`config.mk`:
```
export PLATFORM = sky130hd
export DESIGN_NAME = ewp_host_ctrl
export DESIGN_NICKNAME = d
export VERILOG_FILES = /design/src/design/ewp_host_ctrl.v /design/src/design/ewp_seq_rom.v
export VERILOG_INCLUDE_DIRS = /design/src /design/src/design
export SDC_FILE = /design/constraint.sdc
export NUM_CORES = 1
export LEC_CHECK = 0
export ABC_AREA = 0
export BUFFER_PORTS_ARGS = -buffer_cell sky130_fd_sc_hd__clkbuf_2
export CAP_MARGIN = 15
export CORE_UTILIZATION = 35
export CTS_CLUSTER_SIZE = 16
export DETAILED_ROUTE_END_ITERATION = 7
export MAX_ROUTING_LAYER = met4
export PLACE_DENSITY = 0.52
export SETUP_SLACK_MARGIN = 0.15
export SLEW_MARGIN = 30
export SYNTH_ARGS = -nofsm -noshare
export SYNTH_HDL_FRONTEND = slang
export SYNTH_SLANG_ARGS = --single-unit
export TNS_END_PERCENT = 30
```
`constraint.sdc`:
```
create_clock -name sys_clk -period 2.6 [get_ports sys_clk]
set_clock_uncertainty 0.1 [all_clocks]
set_input_delay 0 -clock sys_clk [delete_from_list [all_inputs] [get_ports sys_clk]]
set_output_delay 0 -clock sys_clk [all_outputs]
set_load 0.03 [all_outputs]
```
`src/design/ewp_consts.vh`:
```
/*
 File: constants for the host-side write controller of a byte-wide parallel EEPROM.
 Assumes: included by bare name from the design files; 40 MHz system clock.
*/
`ifndef EWP_CONSTS_VH
`define EWP_CONSTS_VH

// Clock period in ns
`define EWP_CLK_NS          25
// Glitch limit on control pins, ns; strobes are kept clean of anything this short
`define EWP_GLITCH_NS       20
// Strobe low time: well above the glitch limit and the 250 ns minimum pulse
`define EWP_STB_NS          300
`define EWP_STB_CYC         ((`EWP_STB_NS + `EWP_CLK_NS - 1) / `EWP_CLK_NS)
// Strobe high gap between byte loads, ns
`define EWP_GAP_NS          600
`define EWP_GAP_CYC         ((`EWP_GAP_NS + `EWP_CLK_NS - 1) / `EWP_CLK_NS)
// Byte load limit from previous strobe fall, us (longest time, rounds down)
`define EWP_BLC_US          30
`define EWP_BLC_CYC         ((`EWP_BLC_US * 1000) / `EWP_CLK_NS)
// Write start window after last load, us
`define EWP_BLW_US          100
`define EWP_BLW_CYC         ((`EWP_BLW_US * 1000 + `EWP_CLK_NS - 1) / `EWP_CLK_NS)
// Guard hold after last data byte, ms
`define EWP_HOLD_MS         10
`define EWP_HOLD_CYC        ((`EWP_HOLD_MS * 1000000 + `EWP_CLK_NS - 1) / `EWP_CLK_NS)

// Command sequence addresses and data
`define EWP_ADR_5555        17'h05555
`define EWP_ADR_2AAA        17'h02AAA
`define EWP_DAT_AA          8'hAA
`define EWP_DAT_55          8'h55
`define EWP_DAT_A0          8'hA0
`define EWP_DAT_80          8'h80
`define EWP_DAT_20          8'h20

// Host command codes
`define EWP_CMD_WRITE       2'h0
`define EWP_CMD_ARM         2'h1
`define EWP_CMD_DISARM      2'h2

`endif

```
`src/design/ewp_host_ctrl.v`:
```
/*
 File: host-side controller driving a byte-wide parallel EEPROM through its pins.
   Issues byte writes, software-lock arm (with data) and disarm sequences.
 Assumes: one 40 MHz clock; ready/busy pin has an external pull-up; cpu_rst_n
   is the system processor reset and is already clean on this clock.
*/
// How it works
// - Strobes are registered, never glitch, and pulse far beyond 20 ns.
// - Guard pin follows processor reset one clock later through a flop, low during power ramps.
// - Guard pin forced high for 10 ms after the last data byte.
// - Arm: AA@5555, 55@2AAA, A0@5555, then the data write.
// - Every write while locked is preceded by the three-byte arm code.
// - Disarm: AA, 55, 80, AA, 55, 20 at 5555/2AAA/5555 addresses.
// - Next load within 30 us of last fall; 100 us idle starts write.
`timescale 1ns/1ps
`include "ewp_consts.vh"

module ewp_host_ctrl (
   input  wire        sys_clk,      // System clock, 40 MHz
   input  wire        arst_n,       // Asynchronous reset, active low
   input  wire        cpu_rst_n,    // Processor reset level, active low
   input  wire        req_valid,    // Command request
   output wire        req_ready,    // Controller idle, takes request
   input  wire [1:0]  req_cmd,      // Write, arm or disarm
   input  wire [16:0] req_addr,     // Write address
   input  wire [7:0]  req_data,     // Write data
   input  wire        locked_wr,    // Treat writes as needing the arm code
   output reg         done_q,       // One-cycle pulse: command finished
   output reg         lock_state_q, // Host view of the device lock
   output reg  [16:0] mem_addr_q,   // Address pins
   output reg  [7:0]  mem_dq_o_q,   // Data pins, out
   output reg         mem_dq_oe_q,  // Data pins drive enable
   output reg         mem_ce_n_q,   // Chip select, active low
   output reg         mem_we_n_q,   // Write strobe, active low
   output wire        mem_oe_n,     // Output strobe, active low
   output reg         guard_hold_n_q, // Protection input, active low
   input  wire        mem_rdy_i     // Ready/busy pin level
);

   //--------------------------------------------------------------
   // States and counters
   //--------------------------------------------------------------
   localparam ST_IDLE = 3'h0;
   localparam ST_SET  = 3'h1;   // Give the step table one cycle
   localparam ST_LOW  = 3'h2;   // Strobe low
   localparam ST_GAP  = 3'h3;   // Strobe high between loads
   localparam ST_WAIT = 3'h4;   // Wait out the load window and the busy pin

   // Counts cut to their register widths on purpose; all values fit
   localparam integer HOLD_I  = `EWP_HOLD_CYC;
   localparam integer WIN_I   = `EWP_HOLD_CYC - `EWP_BLW_CYC;
   localparam integer STB_I   = `EWP_STB_CYC;
   localparam integer GAP_I   = `EWP_GAP_CYC;
   localparam [18:0]  HOLD_LD = HOLD_I[18:0];
   localparam [18:0]  WIN_LD  = WIN_I[18:0];
   localparam [4:0]   STB_LD  = STB_I[4:0];
   localparam [4:0]   GAP_LD  = GAP_I[4:0];

   reg [2:0]  st_q;
   reg [2:0]  idx_q;        // Sequence step
   reg [2:0]  last_q;       // Last step index of this command
   reg        cmd_dis_q;    // Disarm in progress
   reg        tail_q;       // Final step is the user data byte
   reg [16:0] wr_addr_q;
   reg [7:0]  wr_data_q;
   reg [4:0]  tmr_q;        // Short strobe timing
   reg [18:0] hold_q;       // Guard hold countdown
   reg [2:0]  rdy_s_q;      // Ready/busy synchroniser
   reg        busy_s_q;     // Busy level, changes only when stages agree

   wire [16:0] rom_adr;
   wire [7:0]  rom_dat;
   wire        rdy_busy;

   // Writes never read back, so output strobe stays high
   assign mem_oe_n  = 1'b1;
   assign req_ready = (st_q == ST_IDLE) && cpu_rst_n;

   // Step table of the command codes
   ewp_seq_rom u_rom (
      .sys_clk (sys_clk),
      .arst_n  (arst_n),
      .idx     (idx_q),
      .disarm  (cmd_dis_q),
      .adr_q   (rom_adr),
      .dat_q   (rom_dat)
   );

   //--------------------------------------------------------------
   // Ready/busy sampling
   //--------------------------------------------------------------
   // Pin is asynchronous; busy counts only when stages two and three agree low
   always @(posedge sys_clk or negedge arst_n) begin
      if (!arst_n) begin
         rdy_s_q  <= 3'h7;
         busy_s_q <= 1'b0;
      end else begin
         rdy_s_q <= {rdy_s_q[1:0], mem_rdy_i};
         // Disagreeing stages keep the old level, so a slow edge counts once
         if (rdy_s_q[1] == rdy_s_q[2]) begin
            busy_s_q <= !rdy_s_q[2];
         end
      end
   end
   assign rdy_busy = busy_s_q;

   //--------------------------------------------------------------
   // Guard pin
   //--------------------------------------------------------------
   // reset follows processor
   // ten ms hold
   // Hold keeps the pin high after the last byte so the write is not cut
   always @(posedge sys_clk or negedge arst_n) begin
      if (!arst_n) begin
         guard_hold_n_q <= 1'b0;
         hold_q         <= 19'h00000;
      end else begin
         if (st_q == ST_LOW && tmr_q == 5'h00 && idx_q == last_q) begin
            hold_q <= HOLD_LD;
         end else if (hold_q != 19'h00000) begin
            hold_q <= hold_q - 19'h00001;
         end
         guard_hold_n_q <= cpu_rst_n || (hold_q != 19'h00000);
      end
   end

   //--------------------------------------------------------------
   // Sequencer
   //--------------------------------------------------------------
   // Strobes only ever change from flops, so no pulse is shorter than a clock
   always @(posedge sys_clk or negedge arst_n) begin
      if (!arst_n) begin
         st_q         <= ST_IDLE;
         idx_q        <= 3'h0;
         last_q       <= 3'h0;
         cmd_dis_q    <= 1'b0;
         tail_q       <= 1'b0;
         wr_addr_q    <= 17'h00000;
         wr_data_q    <= 8'h00;
         tmr_q        <= 5'h00;
         done_q       <= 1'b0;
         lock_state_q <= 1'b0;
         mem_addr_q   <= 17'h00000;
         mem_dq_o_q   <= 8'h00;
         mem_dq_oe_q  <= 1'b0;
         mem_ce_n_q   <= 1'b1;
         mem_we_n_q   <= 1'b1;
      end else begin
         done_q <= 1'b0;
         case (st_q)
            ST_IDLE: begin
               mem_dq_oe_q <= 1'b0;
               if (req_valid && req_ready) begin
                  wr_addr_q <= req_addr;
                  wr_data_q <= req_data;
                  cmd_dis_q <= (req_cmd == `EWP_CMD_DISARM);
                  st_q      <= ST_SET;
                  if (req_cmd == `EWP_CMD_DISARM) begin
                     idx_q        <= 3'h0;
                     last_q       <= 3'h5;
                     tail_q       <= 1'b0;
                     lock_state_q <= 1'b0;
                  end else if (req_cmd == `EWP_CMD_ARM ||
                               lock_state_q || locked_wr) begin
                     idx_q        <= 3'h0;
                     last_q       <= 3'h3;
                     tail_q       <= 1'b1;
                     // Any arm code sent locks the device, forced ones too
                     lock_state_q <= 1'b1;
                  end else begin
                     idx_q  <= 3'h3;
                     last_q <= 3'h3;
                     tail_q <= 1'b1;
                  end
               end
            end
            ST_SET: begin
               // Table output is registered: give it one cycle to follow idx_q
               tmr_q <= 5'h02;
               st_q  <= ST_LOW;
            end
            ST_LOW: begin
               if (tmr_q == 5'h02 && mem_we_n_q) begin
                  mem_addr_q  <= (tail_q && idx_q == last_q) ? wr_addr_q : rom_adr;
                  mem_dq_o_q  <= (tail_q && idx_q == last_q) ? wr_data_q : rom_dat;
                  mem_dq_oe_q <= 1'b1;
                  tmr_q       <= 5'h01;
               end else if (tmr_q == 5'h01 && mem_we_n_q) begin
                  mem_ce_n_q <= 1'b0;
                  mem_we_n_q <= 1'b0;
                  tmr_q      <= STB_LD;
               end else if (tmr_q != 5'h00) begin
                  tmr_q <= tmr_q - 5'h01;
               end else begin
                  mem_ce_n_q <= 1'b1;
                  mem_we_n_q <= 1'b1;
                  tmr_q      <= GAP_LD;
                  st_q       <= ST_GAP;
               end
            end
            ST_GAP: begin
               if (tmr_q != 5'h00) begin
                  tmr_q <= tmr_q - 5'h01;
               end else if (idx_q == last_q) begin
                  mem_dq_oe_q <= 1'b0;
                  st_q        <= ST_WAIT;
               end else begin
                  idx_q <= idx_q + 3'h1;
                  st_q  <= ST_SET;
               end
            end
            ST_WAIT: begin
               // strobes idle past the load window, then wait for ready
               // The guard hold keeps running behind later commands
               if (hold_q <= WIN_LD && !rdy_busy) begin
                  done_q <= 1'b1;
                  st_q   <= ST_IDLE;
               end
            end
            default: st_q <= ST_IDLE;
         endcase
      end
   end

endmodule // ewp_host_ctrl

```
`src/design/ewp_seq_rom.v`:
```
/*
 File: small table of the command-sequence steps (address, data) the host sends.
 Assumes: read one cycle after the index is presented; registered output.
*/
`timescale 1ns/1ps
`include "ewp_consts.vh"

module ewp_seq_rom (
   input  wire        sys_clk,   // System clock
   input  wire        arst_n,    // Asynchronous reset, active low
   input  wire [2:0]  idx,       // Step index 0..5
   input  wire        disarm,    // 1: disarm table, 0: arm table
   output reg  [16:0] adr_q,     // Step address
   output reg  [7:0]  dat_q      // Step data
);

   //--------------------------------------------------------------
   // Table lookup
   //--------------------------------------------------------------
   reg [16:0] adr_d;
   reg [7:0]  dat_d;

   // Steps 1 and 4 go to the 2AAA alias; steps 0,2,3,5 go to 5555
   always @* begin
      adr_d = (idx == 3'h1 || idx == 3'h4) ? `EWP_ADR_2AAA : `EWP_ADR_5555;
      case (idx)
         3'h0: dat_d = `EWP_DAT_AA;
         3'h1: dat_d = `EWP_DAT_55;
         3'h2: dat_d = disarm ? `EWP_DAT_80 : `EWP_DAT_A0;
         3'h3: dat_d = `EWP_DAT_AA;
         3'h4: dat_d = `EWP_DAT_55;
         3'h5: dat_d = `EWP_DAT_20;
         default: dat_d = 8'h00;
      endcase
   end

   // Registered read data
   always @(posedge sys_clk or negedge arst_n) begin
      if (!arst_n) begin
         adr_q <= 17'h00000;
         dat_q <= 8'h00;
      end else begin
         adr_q <= adr_d;
         dat_q <= dat_d;
      end
   end

endmodule // ewp_seq_rom

```
# Yosys cells after proc, flatten, opt, wreduce, memory -nomap -nowiden
# Index checks and enable logic that the tools add are counted.
[classes]
n_addsub = 3
magnitude_cmp = 1
eq_ne = 26
muxes = 38
bitwise_logic = 1
reduce_logical = 34
[op_table]
columns = ["operator", "count"]
rows = [
  ["19-bit two-way mux", 2],
  ["3-bit two-way mux", 11],
  ["8-bit case mux with 4 select lines", 1],
  ["5-bit two-way mux", 4],
  ["19-bit less-or-equal comparator (second input constant)", 1],
  ["19-bit nonzero test", 1],
  ["19-bit by 1-bit subtractor with 19-bit output (second input constant)", 1],
  ["2-bit inequality test (second input constant)", 9],
  ["17-bit two-way mux", 1],
  ["15-bit two-way mux", 1],
  ["3-bit case mux with 5 select lines", 1],
  ["5-bit case mux with 3 select lines", 1],
  ["3-bit by 2-bit == test with 1-bit output (second input constant)", 4],
  ["1-bit two-way mux", 10],
  ["3-bit == test (second input constant)", 3],
  ["1-bit logical AND", 8],
  ["8-bit two-way mux", 1],
  ["4-bit AND reduction", 2],
  ["3-bit by 1-bit == test with 1-bit output (second input constant)", 2],
  ["3-bit zero test", 2],
  ["6-bit two-way mux", 1],
  ["3-bit case mux with 2 select lines", 1],
  ["2-bit AND reduction", 3],
  ["3-bit AND reduction", 2],
  ["20 further kinds", 30],
]
[totals]
register_bits = 119
out_inout_bits = 33

# Logic depth before layout (Yosys ltp)
[logic_depth]
word_depth = 7
depth_mapped = 7
ltp_nobuf = 6

# By module
# Synthesis repeated with hierarchy kept, for this count alone.
[unflattened]
cells_unflattened = 505
hier_area_um2 = 4844.6
[modules_own_cells]
columns = ["module", "instances", "cells_per_inst", "area_per_inst_um2", "seq_area_each_um2"]
rows = [
  ["ewp_host_ctrl", 1, 468, 4468.0, 2307.2],
  ["ewp_seq_rom", 1, 37, 376.6, 150.1],
]

# Worst setup path after synthesis
# No wires, ideal clock.
[synth_path]
path_kind = "register to register"
startpoint = "reg st_q[0]"
endpoint = "reg wr_addr_q[0]"
setup_time_ns = 0.117
arrival_time_ns = 1.932
required_ns = 2.383
setup_slack_ns = 0.451
path_stages_with_launch = 8
path_buffers = 3
period_less_slack_ns = 2.149
path_cell_list = "dfrtp_1 > clkbuf_1 > nor4b_2 > nand2_1 > clkbuf_1 > clkbuf_1 > nand2_1 > nand2_1"
[synth_via]
elab_chain_cells = 4
[synth_rtl]
columns = ["element", "line", "rtl"]
rows = [
  ["start: declaration", "ewp_host_ctrl.v:59", "reg [2:0] st_q;"],
  ["start signal: assignment", "ewp_host_ctrl.v:133", "st_q <= ST_IDLE;"],
  ["start signal: assignment", "ewp_host_ctrl.v:157", "st_q <= ST_SET;"],
  ["start signal: assignment", "ewp_host_ctrl.v:180", "st_q <= ST_LOW;"],
  ["3-bit zero test", "ewp_host_ctrl.v:77", "assign req_ready = (st_q == ST_IDLE) && cpu_rst_n;"],
  ["1-bit logical AND", "ewp_host_ctrl.v:77", ""],
  ["via req_ready", "ewp_host_ctrl.v:23", "output wire req_ready,"],
  ["1-bit logical AND", "ewp_host_ctrl.v:153", "if (req_valid && req_ready) begin"],
  ["2-bit AND reduction (no line)", "n/a", ""],
  ["end signal: assignment", "ewp_host_ctrl.v:154", "wr_addr_q <= req_addr;"],
  ["end: declaration", "ewp_host_ctrl.v:64", "reg [16:0] wr_addr_q;"],
]
# The timed path passes the listed nets, and every way through them passes these cells.
# A chain may end at the register's enable or synchronous reset.

# Final worst setup path
[layout_path]
startpoint = "reg st_q[0]"
endpoint = "reg last_q[2]"
[layout_via]
elab_chain_cells = 4
[layout_rtl]
columns = ["element", "line", "rtl"]
rows = [
  ["3-bit zero test (*)", "ewp_host_ctrl.v:77, ewp_host_ctrl.v:150", ""],
  ["1-bit logical AND", "ewp_host_ctrl.v:77", ""],
  ["1-bit logical AND", "ewp_host_ctrl.v:153", ""],
  ["2-bit AND reduction (no line) (*)", "n/a", ""],
  ["end signal: assignment", "ewp_host_ctrl.v:160", "last_q <= 3'h5;"],
  ["end signal: assignment", "ewp_host_ctrl.v:166", "last_q <= 3'h3;"],
  ["end signal: assignment", "ewp_host_ctrl.v:172", "last_q <= 3'h3;"],
  ["end: declaration", "ewp_host_ctrl.v:61", "reg [2:0] last_q;"],
]
# Every way passes the cells marked *; elsewhere a longest branch is shown, timed or not.

==> results.cfg <==
[setup_path]
worstReg2RegStart = st_q[0]$_DFFE_PN0P_
critPathCaptureType = flip-flop
cp-startpoint = st_q[0]$_DFFE_PN0P_
slowest_stage = dfrtp_1
cp-start-kind = flip-flop
crit_type = flip-flop to flip-flop
critPathArrivalTime_ps = 2470
critPathRequiredTime_ps = 2780
cp_cell_sequence = nor4b_2 > and2_1 > buf_4 > nand2_1 > o22ai_1 > dlygate4sd3_1
worst-path-max-fanout = 18
slowest_delay_ps = 570

[sta]
layout_min_cycle_time_ps = 2290
finalCritPeriodShare_pct = 88.10
finalMaxSlewViolations = 0
worst_slew_pin_slew_ps = 616.9
fmaxAchievable_ghz = 0.4366
rsz0062_at_grt = false
hold_viol = 0
finalSetupViolations = 0
relSlewSlack_pct = 58.49
setup_tns_ps = 0

[yosys]
yosys-top-cells-area = dfrtp_1 (47%), nand2_1 (7.8%), a21oi_1 (6.2%)
synth-edff-count = 0
synth_top_area_share_pct = 47.22
ys_ff_latch = 98
synth_ff_type = dfrtp_1
synth-seq-area-share_pct = 49.33
synth_nets = 573
post_synth_num_cell_types = 63
yosys_warnings = 0
async_flop_share_pct = 100.0
syn_area_um2 = 4981
synthTopCellsByCount = nand2_1 (104), dfrtp_1 (94), a21oi_1 (62)
synth_area_per_cell_um2 = 9.416
synth.most_common_cell = nand2_1
netlist_instances = 529
yosys.area.top_type = dfrtp_1

[die]
design.core.area_um2 = 13880
pin_count = 66
die_area_um2 = 14710
rows = 43
start_util_pct = 35.88
dieHeight_um = 121.3
die_x_um = 121.3

[pwr]
p_seq_share_pct = 38.0
power_switching_mw = 3.237
leakage_nw = 2.783
internal-power_mw = 4.194
clockPowerShare_pct = 18.4
powerDensity_nw_per_um2 = 1217
swShare_pct = 43.56
total_power_mw = 7.431
peakVddDrop_mv = 0.5616
combPwrFrac_pct = 43.5

[clock_tree]
cts_tree = yes
cts_buffers = 9
clkLatencyLatePin_ps = 340
cts_max_path_buffers = 2
clk_pin_slew_ps = 70
cts_sinks = 98
cts_setup_buffers = 0
ctsHtreeMaxLevel = 3
cts_root_buf = clkbuf_16

[detailed_routing]
first_pass_iters = 4
vias = 4139
wirelength_um = 12240
avgRoutedWirePerCell_um = 15.29
remaining_drc_errors = 0
viasPerCell = 5.174
drt_iter0_drc = 224
final_antenna_net_count = 0

[placement]
dp_hpwl_um = 8198
io_buffers = 64
gp_congestion = 0.8624
dpl.cell_count = 752

[global_routing]
track_usage_pct = 18.04
antenna_found_initial = 0
grt_pass1_wl_um = 20130
overflow = 0
grt_max_degree = 52
grt_pass1_vias = 3931

[run]
drv_cap = 0

[final_layout]
layout-drive-gt1-share_pct = 17.90
fin_nets = 659
regArea_um2 = 2457
multiInputGateArea_um2 = 2298
fin_cells = 800
syn_to_final_growth_pct = 22.61
n_antenna_cell = 0
fill_cells = 1341

[outcome]
outcome = finished, final reports clean

[worst_hold_path]
hold_path_class = input port to asynchronous set/reset pin
## flip-flops by register name, summed over array words and instances, names as in the netlist, 4 cells and up
name	flops
tmr_q	5
wr_data_q	8
mem_dq_o_q	8
hold_q	19
wr_addr_q	17
mem_addr_q	17
u_rom.dat_q	4
## power groups by stage
| stage | sequential [mW] | clock, mW | combinational, mW |
|---|---|---|---|
| 2_1_floorplan | 2.99 | 0 | 2.14 |
| 3_3_place_gp | 2.83 | 0 | 3.13 |
| 3_5_place_dp | 2.85 | 0 | 3.19 |
| 4_1_cts | 2.83 | 1.41 | 3.25 |
| 5_1_grt | 2.93 | 1.47 | 3.61 |
| 6_report | 2.83 | 1.37 | 3.24 |
## worst max-delay path, delay by kind of cell, from the launching register on
kind / cells / cell delay [ps]
AO/OA/AOI/OAI: 1 / 110
buffers and inverters: 2 / 740
flip-flops: 1 / 570
AND/OR/NAND/NOR: 3 / 700
## final timing paths
kind                                                   to  slack (ps)  depth (start not counted)
worst max-delay path                last_q[2]$_DFFE_PN0P_         310                          6
worst min-delay path            mem_addr_q[5]$_DFFE_PN0P_          90                          2
worst max register to register      last_q[2]$_DFFE_PN0P_         310                          6
worst min register to register       rdy_s_q[1]$_DFF_PN1_         260                          0
max in group asynchronous          mem_we_n_q$_DFFE_PN1P_        1520                          3
min in group sys_clk             wr_data_q[6]$_DFFE_PN0P_         120                          4
## metal layers
metal  track usage [%]  share of wire (%)
met4             5.015                1.0
met1             23.58                 49
met5                 -                  0
met3             3.994                4.6
met2             28.09                 46
## metrics by stage
step	utilization, %	hold slack, ps	instance area [µm²]	worst slack (ps)
after detailed placement	39.50	-53.21	5483	452.4
after floorplan	-	-395.6	4981	451.0
final	44.00	89.96	6107	309.5
after CTS	44.00	115.7	6107	337.6
after global routing	44.00	157.9	6107	170.2
after global placement	39.50	-58.59	5483	510.7
## layout make-up
type	count	share of cell area, %
clock buffers	11	3.975
inverters	17	1.045
clock inverters	5	1.004
well taps	180	3.688
repair buffers	108	12.42
flip-flops and latches	98	40.24
multi-input cells	381	37.64
## placed cells by master, fill, tap and decap left out, drive strengths merged, types with 4 or more instances in the layout
master,n
ha,11
a211o,4
inv,19
o21ai,21
a21o,9
or4,8
xor2,4
a21oi,62
dlygate4sd3,32
nor3,12
clkbuf,74
nor4b,5
nor4,6
or3,4
mux2i,15
nand3,11
nor2,36
dfrtp,94
o31ai,12
buf,13
nand2,104
and2,4
dfstp,4
## cells by family after synthesis
| logic type | Yosys count | synth area share [%] |
|---|---|---|
| fa+ha+maj | 11 | 2.763 |
| simple gates | 211 | 21.88 |
| compound gates | 136 | 17.03 |
| mux | 18 | 3.692 |
| xor+xnor | 4 | 0.7033 |
| buf+inv | 50 | 4.521 |
| other cells | 1 | 0.07529 |
| flops | 98 | 49.33 |
## what timing repair did
item                                   4_1_cts  5_1_grt
setup endpoints to repair                    0        0
resized for setup                            0        0
hold buffers                                32        0
endpoints found under the hold margin       72        0
Power figures use the tool's default switching activity.
